==> src/core/irq_pkg.sv <==
// constants shared by the interrupt handler and the core-side port
package irq_pkg;
    localparam int NUM_SRC = 12;
    localparam int ID_W = 4;

    // handler register index space, reached over the link
    localparam logic [2:0] SFR_PRIMARY_ENABLE = 3'h0;
    localparam logic [2:0] SFR_EXTENDED_ENABLE = 3'h1;
    localparam logic [2:0] SFR_PRIMARY_PRIORITY = 3'h2;
    localparam logic [2:0] SFR_EXTENDED_PRIORITY = 3'h3;
    localparam logic [2:0] SFR_PENDING_LO = 3'h4;
    localparam logic [2:0] SFR_PENDING_HI = 3'h5;
    localparam logic [2:0] SFR_EXT_PIN_CONFIG = 3'h6;
    localparam logic [2:0] SFR_TIMER_CONTROL = 3'h7;
    localparam logic [7:0] SFR_RESET = 8'h00;

    // field positions
    localparam int GLOBAL_EN_BIT = 7;
    localparam int EXT0_EDGE_BIT = 0;
    localparam int EXT0_FLAG_BIT = 1;
    localparam int EXT1_EDGE_BIT = 2;
    localparam int EXT1_FLAG_BIT = 3;
    localparam int EXT0_POL_BIT = 3;
    localparam int EXT1_POL_BIT = 7;

    // source numbering equals arbitration rank, 0 wins
    localparam int EXT0_SRC = 0;
    localparam int EXT1_SRC = 2;
    // sources whose flag is always cleared on vectoring (timer overflows)
    localparam logic [11:0] HW_CLEAR_MASK = 12'h00A;
    localparam logic [15:0] VECTOR_BASE = 16'h0003;
    localparam int VECTOR_STEP = 8;
    localparam int CALL_CYCLES = 4;

    // apb byte offsets of the core-side port
    localparam logic [11:0] APB_SFR_CMD = 12'h000;
    localparam logic [11:0] APB_SFR_DATA = 12'h004;
    localparam logic [11:0] APB_STATUS = 12'h008;
    localparam int CMD_WRITE_BIT = 31;
    localparam int STATUS_CALL_BIT = 16;
    localparam int STATUS_REQ_BIT = 17;
endpackage

==> src/core/irq_link_if.sv <==
// link between the interrupt handler and the processor core port
`timescale 1ns/10ps
interface irq_link_if;
    // handler to core
    logic irq_req;
    logic [irq_pkg::ID_W-1:0] irq_id;
    logic [15:0] irq_vector;
    logic [7:0] sfr_rdata;
    // core to handler
    logic take;
    logic [irq_pkg::ID_W-1:0] take_id;
    logic reti;
    logic instr_done;
    logic next_multi;
    logic sfr_wr;
    logic [2:0] sfr_addr;
    logic [7:0] sfr_wdata;

    modport handler (
        output irq_req, irq_id, irq_vector, sfr_rdata,
        input take, take_id, reti, instr_done, next_multi, sfr_wr, sfr_addr, sfr_wdata
    );
    modport core (
        input irq_req, irq_id, irq_vector, sfr_rdata,
        output take, take_id, reti, instr_done, next_multi, sfr_wr, sfr_addr, sfr_wdata
    );
endinterface

==> src/core/two_level_interrupt_handler.sv <==
// two-level interrupt handler: pending flags, enables, priorities, arbitration
// ---------------------------------------------------------------
// Summary of operation
// - twelve sources, two priority levels
// - valid condition sets flag regardless of enable
// - enabled pending flag raises request, core vectors
// - routine ends with return, execution resumes
// - disabled source flag is ignored
// - per-source enables, gated by global enable bit
// - global enable clear blocks all sources
// - clear-enable race: single-cycle next may vector
// - software follows enable clear with two-byte opcode
// - some flags hardware-cleared, others by software
// - flag still set after return requests again
// - software writing one triggers interrupt
// - edge select and polarity per external input
// - edge-mode external flag cleared on vectoring
// - level-mode external flag follows input
// - level source holds input until recognised
// - external inputs sampled independent of crossbar
// - high preempts low, high never preempted
// - per-source priority bit, resets low
// - higher priority first, then fixed order
// - sampled each clock, five-clock fastest response
// - equal-or-lower request waits return plus one
// ---------------------------------------------------------------
//
// The APB interface to the registers and the register offsets are this design's own decisions.
`timescale 1ns/10ps
module two_level_interrupt_handler #(
    parameter int NUM_SRC = irq_pkg::NUM_SRC
) (
    // clock and reset
    input wire logic clk_in,
    input wire logic reset_in,
    // peripheral events, one-cycle pulses
    input wire logic [NUM_SRC-1:0] src_event_in,
    // external interrupt pins
    input wire logic ext_irq0_input_in,
    input wire logic ext_irq1_input_in,
    // in-service state
    output logic in_service_high_out,
    output logic in_service_low_out,
    // link to the core
    irq_link_if.handler link
);
    // decoder and register layout fixed at twelve sources
    if (NUM_SRC != irq_pkg::NUM_SRC) begin : g_bad_src_count
        $error("handler is built for exactly twelve sources");
    end

    // ---------------------------------------------------------------
    // registers
    // ---------------------------------------------------------------
    logic [7:0] primary_enable_reg;
    logic [7:0] extended_enable_reg;
    logic [7:0] primary_priority_reg;
    logic [7:0] extended_priority_reg;
    logic [7:0] ext_irq_pin_config_reg;
    logic [1:0] edge_sel_reg;
    logic [NUM_SRC-1:0] pending_reg;
    logic [NUM_SRC-1:0] pending_next;
    logic [1:0] ext_active_prev_reg;
    logic enable_grace_reg;
    logic ret_hold_reg;
    logic in_high_reg;
    logic in_low_reg;
    logic irq_req_reg;
    logic [irq_pkg::ID_W-1:0] irq_id_reg;
    logic [15:0] irq_vector_reg;
    logic [7:0] sfr_rdata_reg;

    logic [NUM_SRC-1:0] enable_vec;
    logic [NUM_SRC-1:0] priority_vec;
    logic [NUM_SRC-1:0] sw_set;
    logic [NUM_SRC-1:0] sw_clr;
    logic [NUM_SRC-1:0] hw_set;
    logic [NUM_SRC-1:0] hw_clr;
    logic [1:0] ext_active;
    logic [1:0] ext_pin;
    logic [1:0] ext_pol;
    logic [1:0] ext_flag_pos_hit;
    logic global_gate;
    logic [NUM_SRC-1:0] eligible;
    logic [NUM_SRC-1:0] cand_high;
    logic [NUM_SRC-1:0] cand_low;
    logic win_valid;
    logic win_high;
    logic [irq_pkg::ID_W-1:0] win_id;

    assign enable_vec = {extended_enable_reg[5:0], primary_enable_reg[5:0]};
    assign priority_vec = {extended_priority_reg[5:0], primary_priority_reg[5:0]};

    // ---------------------------------------------------------------
    // external inputs
    // ---------------------------------------------------------------
    // pins read only, never driven, so crossbar users are undisturbed
    assign ext_pin = {ext_irq1_input_in, ext_irq0_input_in};
    assign ext_pol = {ext_irq_pin_config_reg[irq_pkg::EXT1_POL_BIT],
                      ext_irq_pin_config_reg[irq_pkg::EXT0_POL_BIT]};
    assign ext_active = ~(ext_pin ^ ext_pol);

    always_ff @(posedge clk_in) begin
        if (reset_in) begin
            ext_active_prev_reg <= 2'h0;
        end else begin
            ext_active_prev_reg <= ext_active;
        end
    end

    // ---------------------------------------------------------------
    // pending flags
    // ---------------------------------------------------------------
    assign ext_flag_pos_hit = {link.sfr_wr && link.sfr_addr == irq_pkg::SFR_TIMER_CONTROL,
                               link.sfr_wr && link.sfr_addr == irq_pkg::SFR_TIMER_CONTROL};

    always_comb begin
        sw_set = '0;
        sw_clr = '0;
        hw_set = src_event_in;
        hw_clr = '0;
        if (link.sfr_wr && link.sfr_addr == irq_pkg::SFR_PENDING_LO) begin
            sw_set[7:0] = link.sfr_wdata;
            sw_clr[7:0] = ~link.sfr_wdata;
        end
        if (link.sfr_wr && link.sfr_addr == irq_pkg::SFR_PENDING_HI) begin
            sw_set[11:8] = link.sfr_wdata[3:0];
            sw_clr[11:8] = ~link.sfr_wdata[3:0];
        end
        if (ext_flag_pos_hit[0]) begin
            sw_set[irq_pkg::EXT0_SRC] = link.sfr_wdata[irq_pkg::EXT0_FLAG_BIT];
            sw_clr[irq_pkg::EXT0_SRC] = ~link.sfr_wdata[irq_pkg::EXT0_FLAG_BIT];
            sw_set[irq_pkg::EXT1_SRC] = link.sfr_wdata[irq_pkg::EXT1_FLAG_BIT];
            sw_clr[irq_pkg::EXT1_SRC] = ~link.sfr_wdata[irq_pkg::EXT1_FLAG_BIT];
        end
        // edge mode: flag set on the inactive-to-active transition
        hw_set[irq_pkg::EXT0_SRC] = edge_sel_reg[0] && ext_active[0] && !ext_active_prev_reg[0];
        hw_set[irq_pkg::EXT1_SRC] = edge_sel_reg[1] && ext_active[1] && !ext_active_prev_reg[1];
        if (link.take) begin
            // fixed set of flags cleared on vectoring
            hw_clr[link.take_id] = irq_pkg::HW_CLEAR_MASK[link.take_id];
            // edge-mode external flags cleared on vectoring
            if (link.take_id == irq_pkg::ID_W'(irq_pkg::EXT0_SRC) && edge_sel_reg[0]) begin
                hw_clr[irq_pkg::EXT0_SRC] = 1'b1;
            end
            if (link.take_id == irq_pkg::ID_W'(irq_pkg::EXT1_SRC) && edge_sel_reg[1]) begin
                hw_clr[irq_pkg::EXT1_SRC] = 1'b1;
            end
        end
        // set wins over any clear in the same cycle
        pending_next = (pending_reg & ~sw_clr & ~hw_clr) | hw_set | sw_set;
        // level mode: flag mirrors the active level
        if (!edge_sel_reg[0]) begin
            pending_next[irq_pkg::EXT0_SRC] = ext_active[0];
        end
        if (!edge_sel_reg[1]) begin
            pending_next[irq_pkg::EXT1_SRC] = ext_active[1];
        end
    end

    always_ff @(posedge clk_in) begin
        if (reset_in) begin
            pending_reg <= '0;
        end else begin
            pending_reg <= pending_next;
        end
    end

    // ---------------------------------------------------------------
    // register writes
    // ---------------------------------------------------------------
    always_ff @(posedge clk_in) begin
        if (reset_in) begin
            primary_enable_reg <= irq_pkg::SFR_RESET;
            extended_enable_reg <= irq_pkg::SFR_RESET;
            primary_priority_reg <= irq_pkg::SFR_RESET;
            extended_priority_reg <= irq_pkg::SFR_RESET;
            ext_irq_pin_config_reg <= irq_pkg::SFR_RESET;
            edge_sel_reg <= 2'h0;
        end else if (link.sfr_wr) begin
            case (link.sfr_addr)
                irq_pkg::SFR_PRIMARY_ENABLE: primary_enable_reg <= link.sfr_wdata;
                irq_pkg::SFR_EXTENDED_ENABLE: extended_enable_reg <= link.sfr_wdata;
                irq_pkg::SFR_PRIMARY_PRIORITY: primary_priority_reg <= link.sfr_wdata;
                irq_pkg::SFR_EXTENDED_PRIORITY: extended_priority_reg <= link.sfr_wdata;
                irq_pkg::SFR_EXT_PIN_CONFIG: ext_irq_pin_config_reg <= link.sfr_wdata;
                irq_pkg::SFR_TIMER_CONTROL: begin
                    // edge select one means edge sensing
                    edge_sel_reg <= {link.sfr_wdata[irq_pkg::EXT1_EDGE_BIT],
                                     link.sfr_wdata[irq_pkg::EXT0_EDGE_BIT]};
                end
                default: ;
            endcase
        end
    end

    // enable stays effective until the next instruction boundary
    always_ff @(posedge clk_in) begin
        if (reset_in) begin
            enable_grace_reg <= 1'b0;
        end else if (link.sfr_wr && link.sfr_addr == irq_pkg::SFR_PRIMARY_ENABLE
                     && primary_enable_reg[irq_pkg::GLOBAL_EN_BIT]
                     && !link.sfr_wdata[irq_pkg::GLOBAL_EN_BIT]) begin
            enable_grace_reg <= 1'b1;
        end else if (link.instr_done || link.take) begin
            enable_grace_reg <= 1'b0;
        end
    end

    // ---------------------------------------------------------------
    // arbitration
    // ---------------------------------------------------------------
    // global gate; grace only covers a single-cycle successor
    assign global_gate = primary_enable_reg[irq_pkg::GLOBAL_EN_BIT]
                         || (enable_grace_reg && !link.next_multi);
    assign eligible = pending_reg & enable_vec & {NUM_SRC{global_gate}};
    assign cand_high = eligible & priority_vec;
    assign cand_low = eligible & ~priority_vec;

    // high level first, then lowest source number
    always_comb begin
        win_valid = 1'b0;
        win_high = 1'b0;
        win_id = '0;
        for (int i = NUM_SRC - 1; i >= 0; i--) begin
            if (cand_low[i]) begin
                win_valid = 1'b1;
                win_id = irq_pkg::ID_W'(i);
            end
        end
        for (int i = NUM_SRC - 1; i >= 0; i--) begin
            if (cand_high[i]) begin
                win_valid = 1'b1;
                win_high = 1'b1;
                win_id = irq_pkg::ID_W'(i);
            end
        end
    end

    // request sampled and decoded every clock, one clock to detect
    always_ff @(posedge clk_in) begin
        if (reset_in) begin
            irq_req_reg <= 1'b0;
            irq_id_reg <= '0;
            irq_vector_reg <= 16'h0000;
        end else begin
            // high only over low, never over high; not right after return
            irq_req_reg <= win_valid && !link.take && !ret_hold_reg && !link.reti
                           && !in_high_reg && (win_high || !in_low_reg);
            irq_id_reg <= win_id;
            irq_vector_reg <= irq_pkg::VECTOR_BASE
                              + 16'(win_id) * 16'(irq_pkg::VECTOR_STEP);
        end
    end

    // ---------------------------------------------------------------
    // in-service tracking
    // ---------------------------------------------------------------
    always_ff @(posedge clk_in) begin
        if (reset_in) begin
            in_high_reg <= 1'b0;
            in_low_reg <= 1'b0;
        end else if (link.take) begin
            if (priority_vec[link.take_id]) begin
                in_high_reg <= 1'b1;
            end else begin
                in_low_reg <= 1'b1;
            end
        end else if (link.reti) begin
            if (in_high_reg) begin
                in_high_reg <= 1'b0;
            end else begin
                in_low_reg <= 1'b0;
            end
        end
    end

    // one instruction runs after a return before re-vectoring
    always_ff @(posedge clk_in) begin
        if (reset_in) begin
            ret_hold_reg <= 1'b0;
        end else if (link.reti) begin
            ret_hold_reg <= 1'b1;
        end else if (link.instr_done) begin
            ret_hold_reg <= 1'b0;
        end
    end

    // ---------------------------------------------------------------
    // read-back and outputs
    // ---------------------------------------------------------------
    always_ff @(posedge clk_in) begin
        if (reset_in) begin
            sfr_rdata_reg <= 8'h00;
        end else begin
            case (link.sfr_addr)
                irq_pkg::SFR_PRIMARY_ENABLE: sfr_rdata_reg <= primary_enable_reg;
                irq_pkg::SFR_EXTENDED_ENABLE: sfr_rdata_reg <= extended_enable_reg;
                irq_pkg::SFR_PRIMARY_PRIORITY: sfr_rdata_reg <= primary_priority_reg;
                irq_pkg::SFR_EXTENDED_PRIORITY: sfr_rdata_reg <= extended_priority_reg;
                irq_pkg::SFR_PENDING_LO: sfr_rdata_reg <= pending_reg[7:0];
                irq_pkg::SFR_PENDING_HI: sfr_rdata_reg <= {4'h0, pending_reg[11:8]};
                irq_pkg::SFR_EXT_PIN_CONFIG: sfr_rdata_reg <= ext_irq_pin_config_reg;
                irq_pkg::SFR_TIMER_CONTROL: begin
                    sfr_rdata_reg <= {4'h0, pending_reg[irq_pkg::EXT1_SRC], edge_sel_reg[1],
                                      pending_reg[irq_pkg::EXT0_SRC], edge_sel_reg[0]};
                end
                default: sfr_rdata_reg <= 8'h00;
            endcase
        end
    end

    assign link.irq_req = irq_req_reg;
    assign link.irq_id = irq_id_reg;
    assign link.irq_vector = irq_vector_reg;
    assign link.sfr_rdata = sfr_rdata_reg;

    always_ff @(posedge clk_in) begin
        if (reset_in) begin
            in_service_high_out <= 1'b0;
            in_service_low_out <= 1'b0;
        end else begin
            in_service_high_out <= in_high_reg;
            in_service_low_out <= in_low_reg;
        end
    end
endmodule

==> src/flat_wrapper.sv <==
// flat-port wrapper written by rule: the top's interface ports become plain ports
module two_level_interrupt_handler_flat 
#(
    parameter int NUM_SRC = irq_pkg::NUM_SRC
)
  (clk_in, reset_in, src_event_in, ext_irq0_input_in, ext_irq1_input_in, in_service_high_out, in_service_low_out, link_irq_req, link_irq_id, link_irq_vector, link_sfr_rdata, link_take, link_take_id, link_reti, link_instr_done, link_next_multi, link_sfr_wr, link_sfr_addr, link_sfr_wdata);
  irq_link_if link_i ();
  input wire logic clk_in;
  input wire logic reset_in;
  input wire logic [NUM_SRC-1:0] src_event_in;
  input wire logic ext_irq0_input_in;
  input wire logic ext_irq1_input_in;
  output logic in_service_high_out;
  output logic in_service_low_out;
  output wire logic [$bits(link_i.irq_req)-1:0] link_irq_req;
  output wire logic [$bits(link_i.irq_id)-1:0] link_irq_id;
  output wire logic [$bits(link_i.irq_vector)-1:0] link_irq_vector;
  output wire logic [$bits(link_i.sfr_rdata)-1:0] link_sfr_rdata;
  input wire logic [$bits(link_i.take)-1:0] link_take;
  input wire logic [$bits(link_i.take_id)-1:0] link_take_id;
  input wire logic [$bits(link_i.reti)-1:0] link_reti;
  input wire logic [$bits(link_i.instr_done)-1:0] link_instr_done;
  input wire logic [$bits(link_i.next_multi)-1:0] link_next_multi;
  input wire logic [$bits(link_i.sfr_wr)-1:0] link_sfr_wr;
  input wire logic [$bits(link_i.sfr_addr)-1:0] link_sfr_addr;
  input wire logic [$bits(link_i.sfr_wdata)-1:0] link_sfr_wdata;
  assign link_irq_req = link_i.irq_req;
  assign link_irq_id = link_i.irq_id;
  assign link_irq_vector = link_i.irq_vector;
  assign link_sfr_rdata = link_i.sfr_rdata;
  assign link_i.take = link_take;
  assign link_i.take_id = link_take_id;
  assign link_i.reti = link_reti;
  assign link_i.instr_done = link_instr_done;
  assign link_i.next_multi = link_next_multi;
  assign link_i.sfr_wr = link_sfr_wr;
  assign link_i.sfr_addr = link_sfr_addr;
  assign link_i.sfr_wdata = link_sfr_wdata;
  two_level_interrupt_handler #(.NUM_SRC(NUM_SRC)) u_core (.clk_in(clk_in), .reset_in(reset_in), .src_event_in(src_event_in), .ext_irq0_input_in(ext_irq0_input_in), .ext_irq1_input_in(ext_irq1_input_in), .in_service_high_out(in_service_high_out), .in_service_low_out(in_service_low_out), .link(link_i));
endmodule
==> config.mk <==
export PLATFORM = sky130hd
export DESIGN_NAME = two_level_interrupt_handler_flat
export DESIGN_NICKNAME = d
export VERILOG_FILES = /design/src/core/irq_pkg.sv /design/src/core/irq_link_if.sv /design/src/core/two_level_interrupt_handler.sv /design/src/flat_wrapper.sv
export SDC_FILE = /design/constraint.sdc
export NUM_CORES = 1
export LEC_CHECK = 0
export BUFFER_PORTS_ARGS = -buffer_cell sky130_fd_sc_hd__buf_2
export CORE_MARGIN = 3
export CORE_UTILIZATION = 55
export CTS_CLUSTER_DIAMETER = 100
export DETAILED_ROUTE_END_ITERATION = 10
export GPL_ROUTABILITY_DRIVEN = 0
export PLACE_DENSITY = 0.79
export RECOVER_POWER = 100
export SLEW_MARGIN = 20
export SYNTH_ARGS = -nofsm -noshare
export SYNTH_HDL_FRONTEND = slang
export SYNTH_SLANG_ARGS = --single-unit
==> constraint.sdc <==
create_clock -name clk_in -period 2.6 [get_ports clk_in]
set_input_delay 0.13 -clock clk_in [delete_from_list [all_inputs] [get_ports clk_in]]
set_output_delay 0.13 -clock clk_in [all_outputs]
set_load 0.01 [all_outputs]
==> run metrics <==
largest area contributor in the netlist dfxtp_1; switching pwr 0.635 mW; Min-Delay Path Depth 3; Post-Synth Adder-Cell Area 0%; Ant. Diodes 0; First-pass DRT Iterations 6; Crit. End Element flip-flop; antenna violations before repair 0; drt total wl 11800 µm; pin count of the biggest net entering global routing 34; Worst EP required 2840 ps; worst min path class input pin to flip-flop; hold_buf cts 5; fin util 63.5%; Initial Util 58.3%; Setup crit start kind flip-flop; Seq/Total Area, Yosys 37.4%; YS warnings 0; crit path DAT 2520 ps; count of cell types in the netlist 64; gr usage total 28.2%; die height 92 µm; DRC viols 0; total power 2.47 mW; status finished, final reports clean; Hold Path Sink u_core.pending_reg[7]$_SDFF_PP0_; Int Power 1.83 mW; FF+latch count, synth 76; violation count after the first detailed-routing iteration 458; Max rail drop VDD 0.333 mV; Final Slew Violations 0; post-CTS setup buffers 0; Vias 4084; sw frac 25.7%; DR WL/cell 18.2 µm; post-synth top area share 37.4%; reg2reg end u_core.link.irq_id[1]$_SDFF_PP0_; RSZ-0062 raised after global routing false; Synth async-reset ratio 0%; post-cts gate resize count 0; CTS Sinks 76; post-synthesis compound-gate area fraction 23.2%; post-synthesis simple-gate area fraction 21.3%; final hold slack 18.3 ps; P_leak 1.70 nW; worst reg2reg path startpoint u_core.enable_grace_reg$_SDFFE_PP0P_; Post-Route Skew 8.16 ps; clk_lat worst skew 360 ps; syn avg cell area 7.99 µm²; clock-pin slew on the worst setup and hold paths 80 ps; Post-synth EDFFs 0; Post-Synth XOR/XNOR Area 0.431%; prevailing post-synth register cell dfxtp_1; mux contribution to synthesized area 7.75%; TritonCTS clock tree built; Final nets 582; Pwr Density 556 nW/µm²; commonest non-fill, non-tap cells in the layout nand2_1, dfxtp_1, a21oi_1; DIE AREA 8460 µm²; number of global-route vias before repair 3760; hold path startpoint src_event_in[7]; first-pass GRT wire length 19000 µm; R2R depth 6; most common cell after layout, fill and taps aside nand2_1; ANT nets after route 0; Peak Freq 439 MHz; die width 92 µm; sequential power share 50.4%; H-tree level count 3; largest family of logic cells by synthesized area compound AO/OA/AOI/OAI gates; min Tclk post-route 2280 ps; maxcap violations 0; crit-path max FO 15; Slew headroom 21.8%; DR vias/cell 6.31; share of cells above drive strength 1 12.5%; final worst path period share 87.6%; max reg flops 12; largest cells by area after synthesis dfxtp_1, nand2_1, a21oi_1; post-DP HPWL 8530 µm; Layout Area Growth over Synthesis 9.07%; Final Hold Viols 0; Synth Cell Area 4070 µm²; Setup Viol. Count Final 0; I/O Pins 67; Root Driver clkbuf_8; Post-Route Setup TNS 0 ps; Clock power frac 39.3%; setup slack, reg-to-reg 320 ps; worst-case clock buffer depth 2; CORE AREA 6980 µm²; port bufs 54; Gate power share 10.4%; Post-Synthesis Cells 509; critical path class flip-flop to flip-flop; CTS Buf Count 9; total gr overflow 0; Worst Tran Pin Value 1170 ps; num rows 30
worst max-delay path by stage:
stage	from	to
after detailed placement	u_core.enable_grace_reg$_SDFFE_PP0P_	u_core.link.irq_id[1]$_SDFF_PP0_
after CTS	u_core.enable_grace_reg$_SDFFE_PP0P_	u_core.link.irq_id[1]$_SDFF_PP0_
final	u_core.enable_grace_reg$_SDFFE_PP0P_	u_core.link.irq_id[1]$_SDFF_PP0_
after global routing	u_core.enable_grace_reg$_SDFFE_PP0P_	u_core.link.irq_id[0]$_SDFF_PP0_
after global placement	u_core.enable_grace_reg$_SDFFE_PP0P_	u_core.link.irq_id[1]$_SDFF_PP0_
after floorplan	u_core.primary_enable_reg[7]$_SDFFE_PP0P_	u_core.link.irq_id[0]$_SDFF_PP0_
logic make-up after synthesis:
logic type,count (synthesis)
other cells,1
xor+xnor,2
compound gates,138
buf+inv,75
flops,76
mux,27
simple gates,190
power groups by stage:
stage / clock, mW / sequential [mW] / combinational [mW]
after CTS: 0.979 / 1.24 / 0.255
after global placement: 0 / 1.27 / 0.242
after detailed placement: 0 / 1.27 / 0.248
after global routing: 1.02 / 1.25 / 0.281
after floorplan: 0 / 1.26 / 0.179
final: 0.969 / 1.24 / 0.256
critical path, stage by stage, from the launching register on:
cell and delay (ps):
dfxtp_1 340, nor2b_4 390, or2_0 570, a41oi_1 230, a21oi_1 250, o31ai_1 110
o31a_1 290
area by class of cell:
cell class,count,area [µm²]
clock buffer,12,135
multi-input combinational,367,2170
fill,641,2540
sequential,76,1520
tap,96,120
inverter,28,105
clock inverter,4,73.8
timing repair buffer,64,314
routing by layer:
layer	share of wire (%)	vias up	wire length, µm	GRT usage, %
met5	0	-	0	0
met4	4.3	0	507	12.5
met3	10	59	1220	7.47
met2	48	286	5610	45.6
met1	38	1895	4450	35.4
li1	-	1844	-	-
per-stage QoR:
| step | setup WS [ps] | std cells | area [µm²] |
|---|---|---|---|
| 6_report | 323 | 647 | 4440 |
| 4_1_cts | 611 | 647 | 4490 |
| 3_5_place_dp | 631 | 626 | 4230 |
| 2_1_floorplan | 1070 | 518 | 4100 |
| 3_3_place_gp | 680 | 626 | 4230 |
| 5_1_grt | 291 | 647 | 4440 |
cells in the mapped netlist (all sizes together) (5+ instances only):
master   number
a31oi         7
nand2        99
nand2b        6
and3          5
mux2i        18
nand3         8
o31ai         5
clkbuf       16
inv          28
nand4         8
nor2         40
mux2          6
a22oi         7
nor3          8
o2111ai       8
buf          31
a21oi        65
o21ai        10
dfxtp        76
Power figures use the tool's default switching activity.
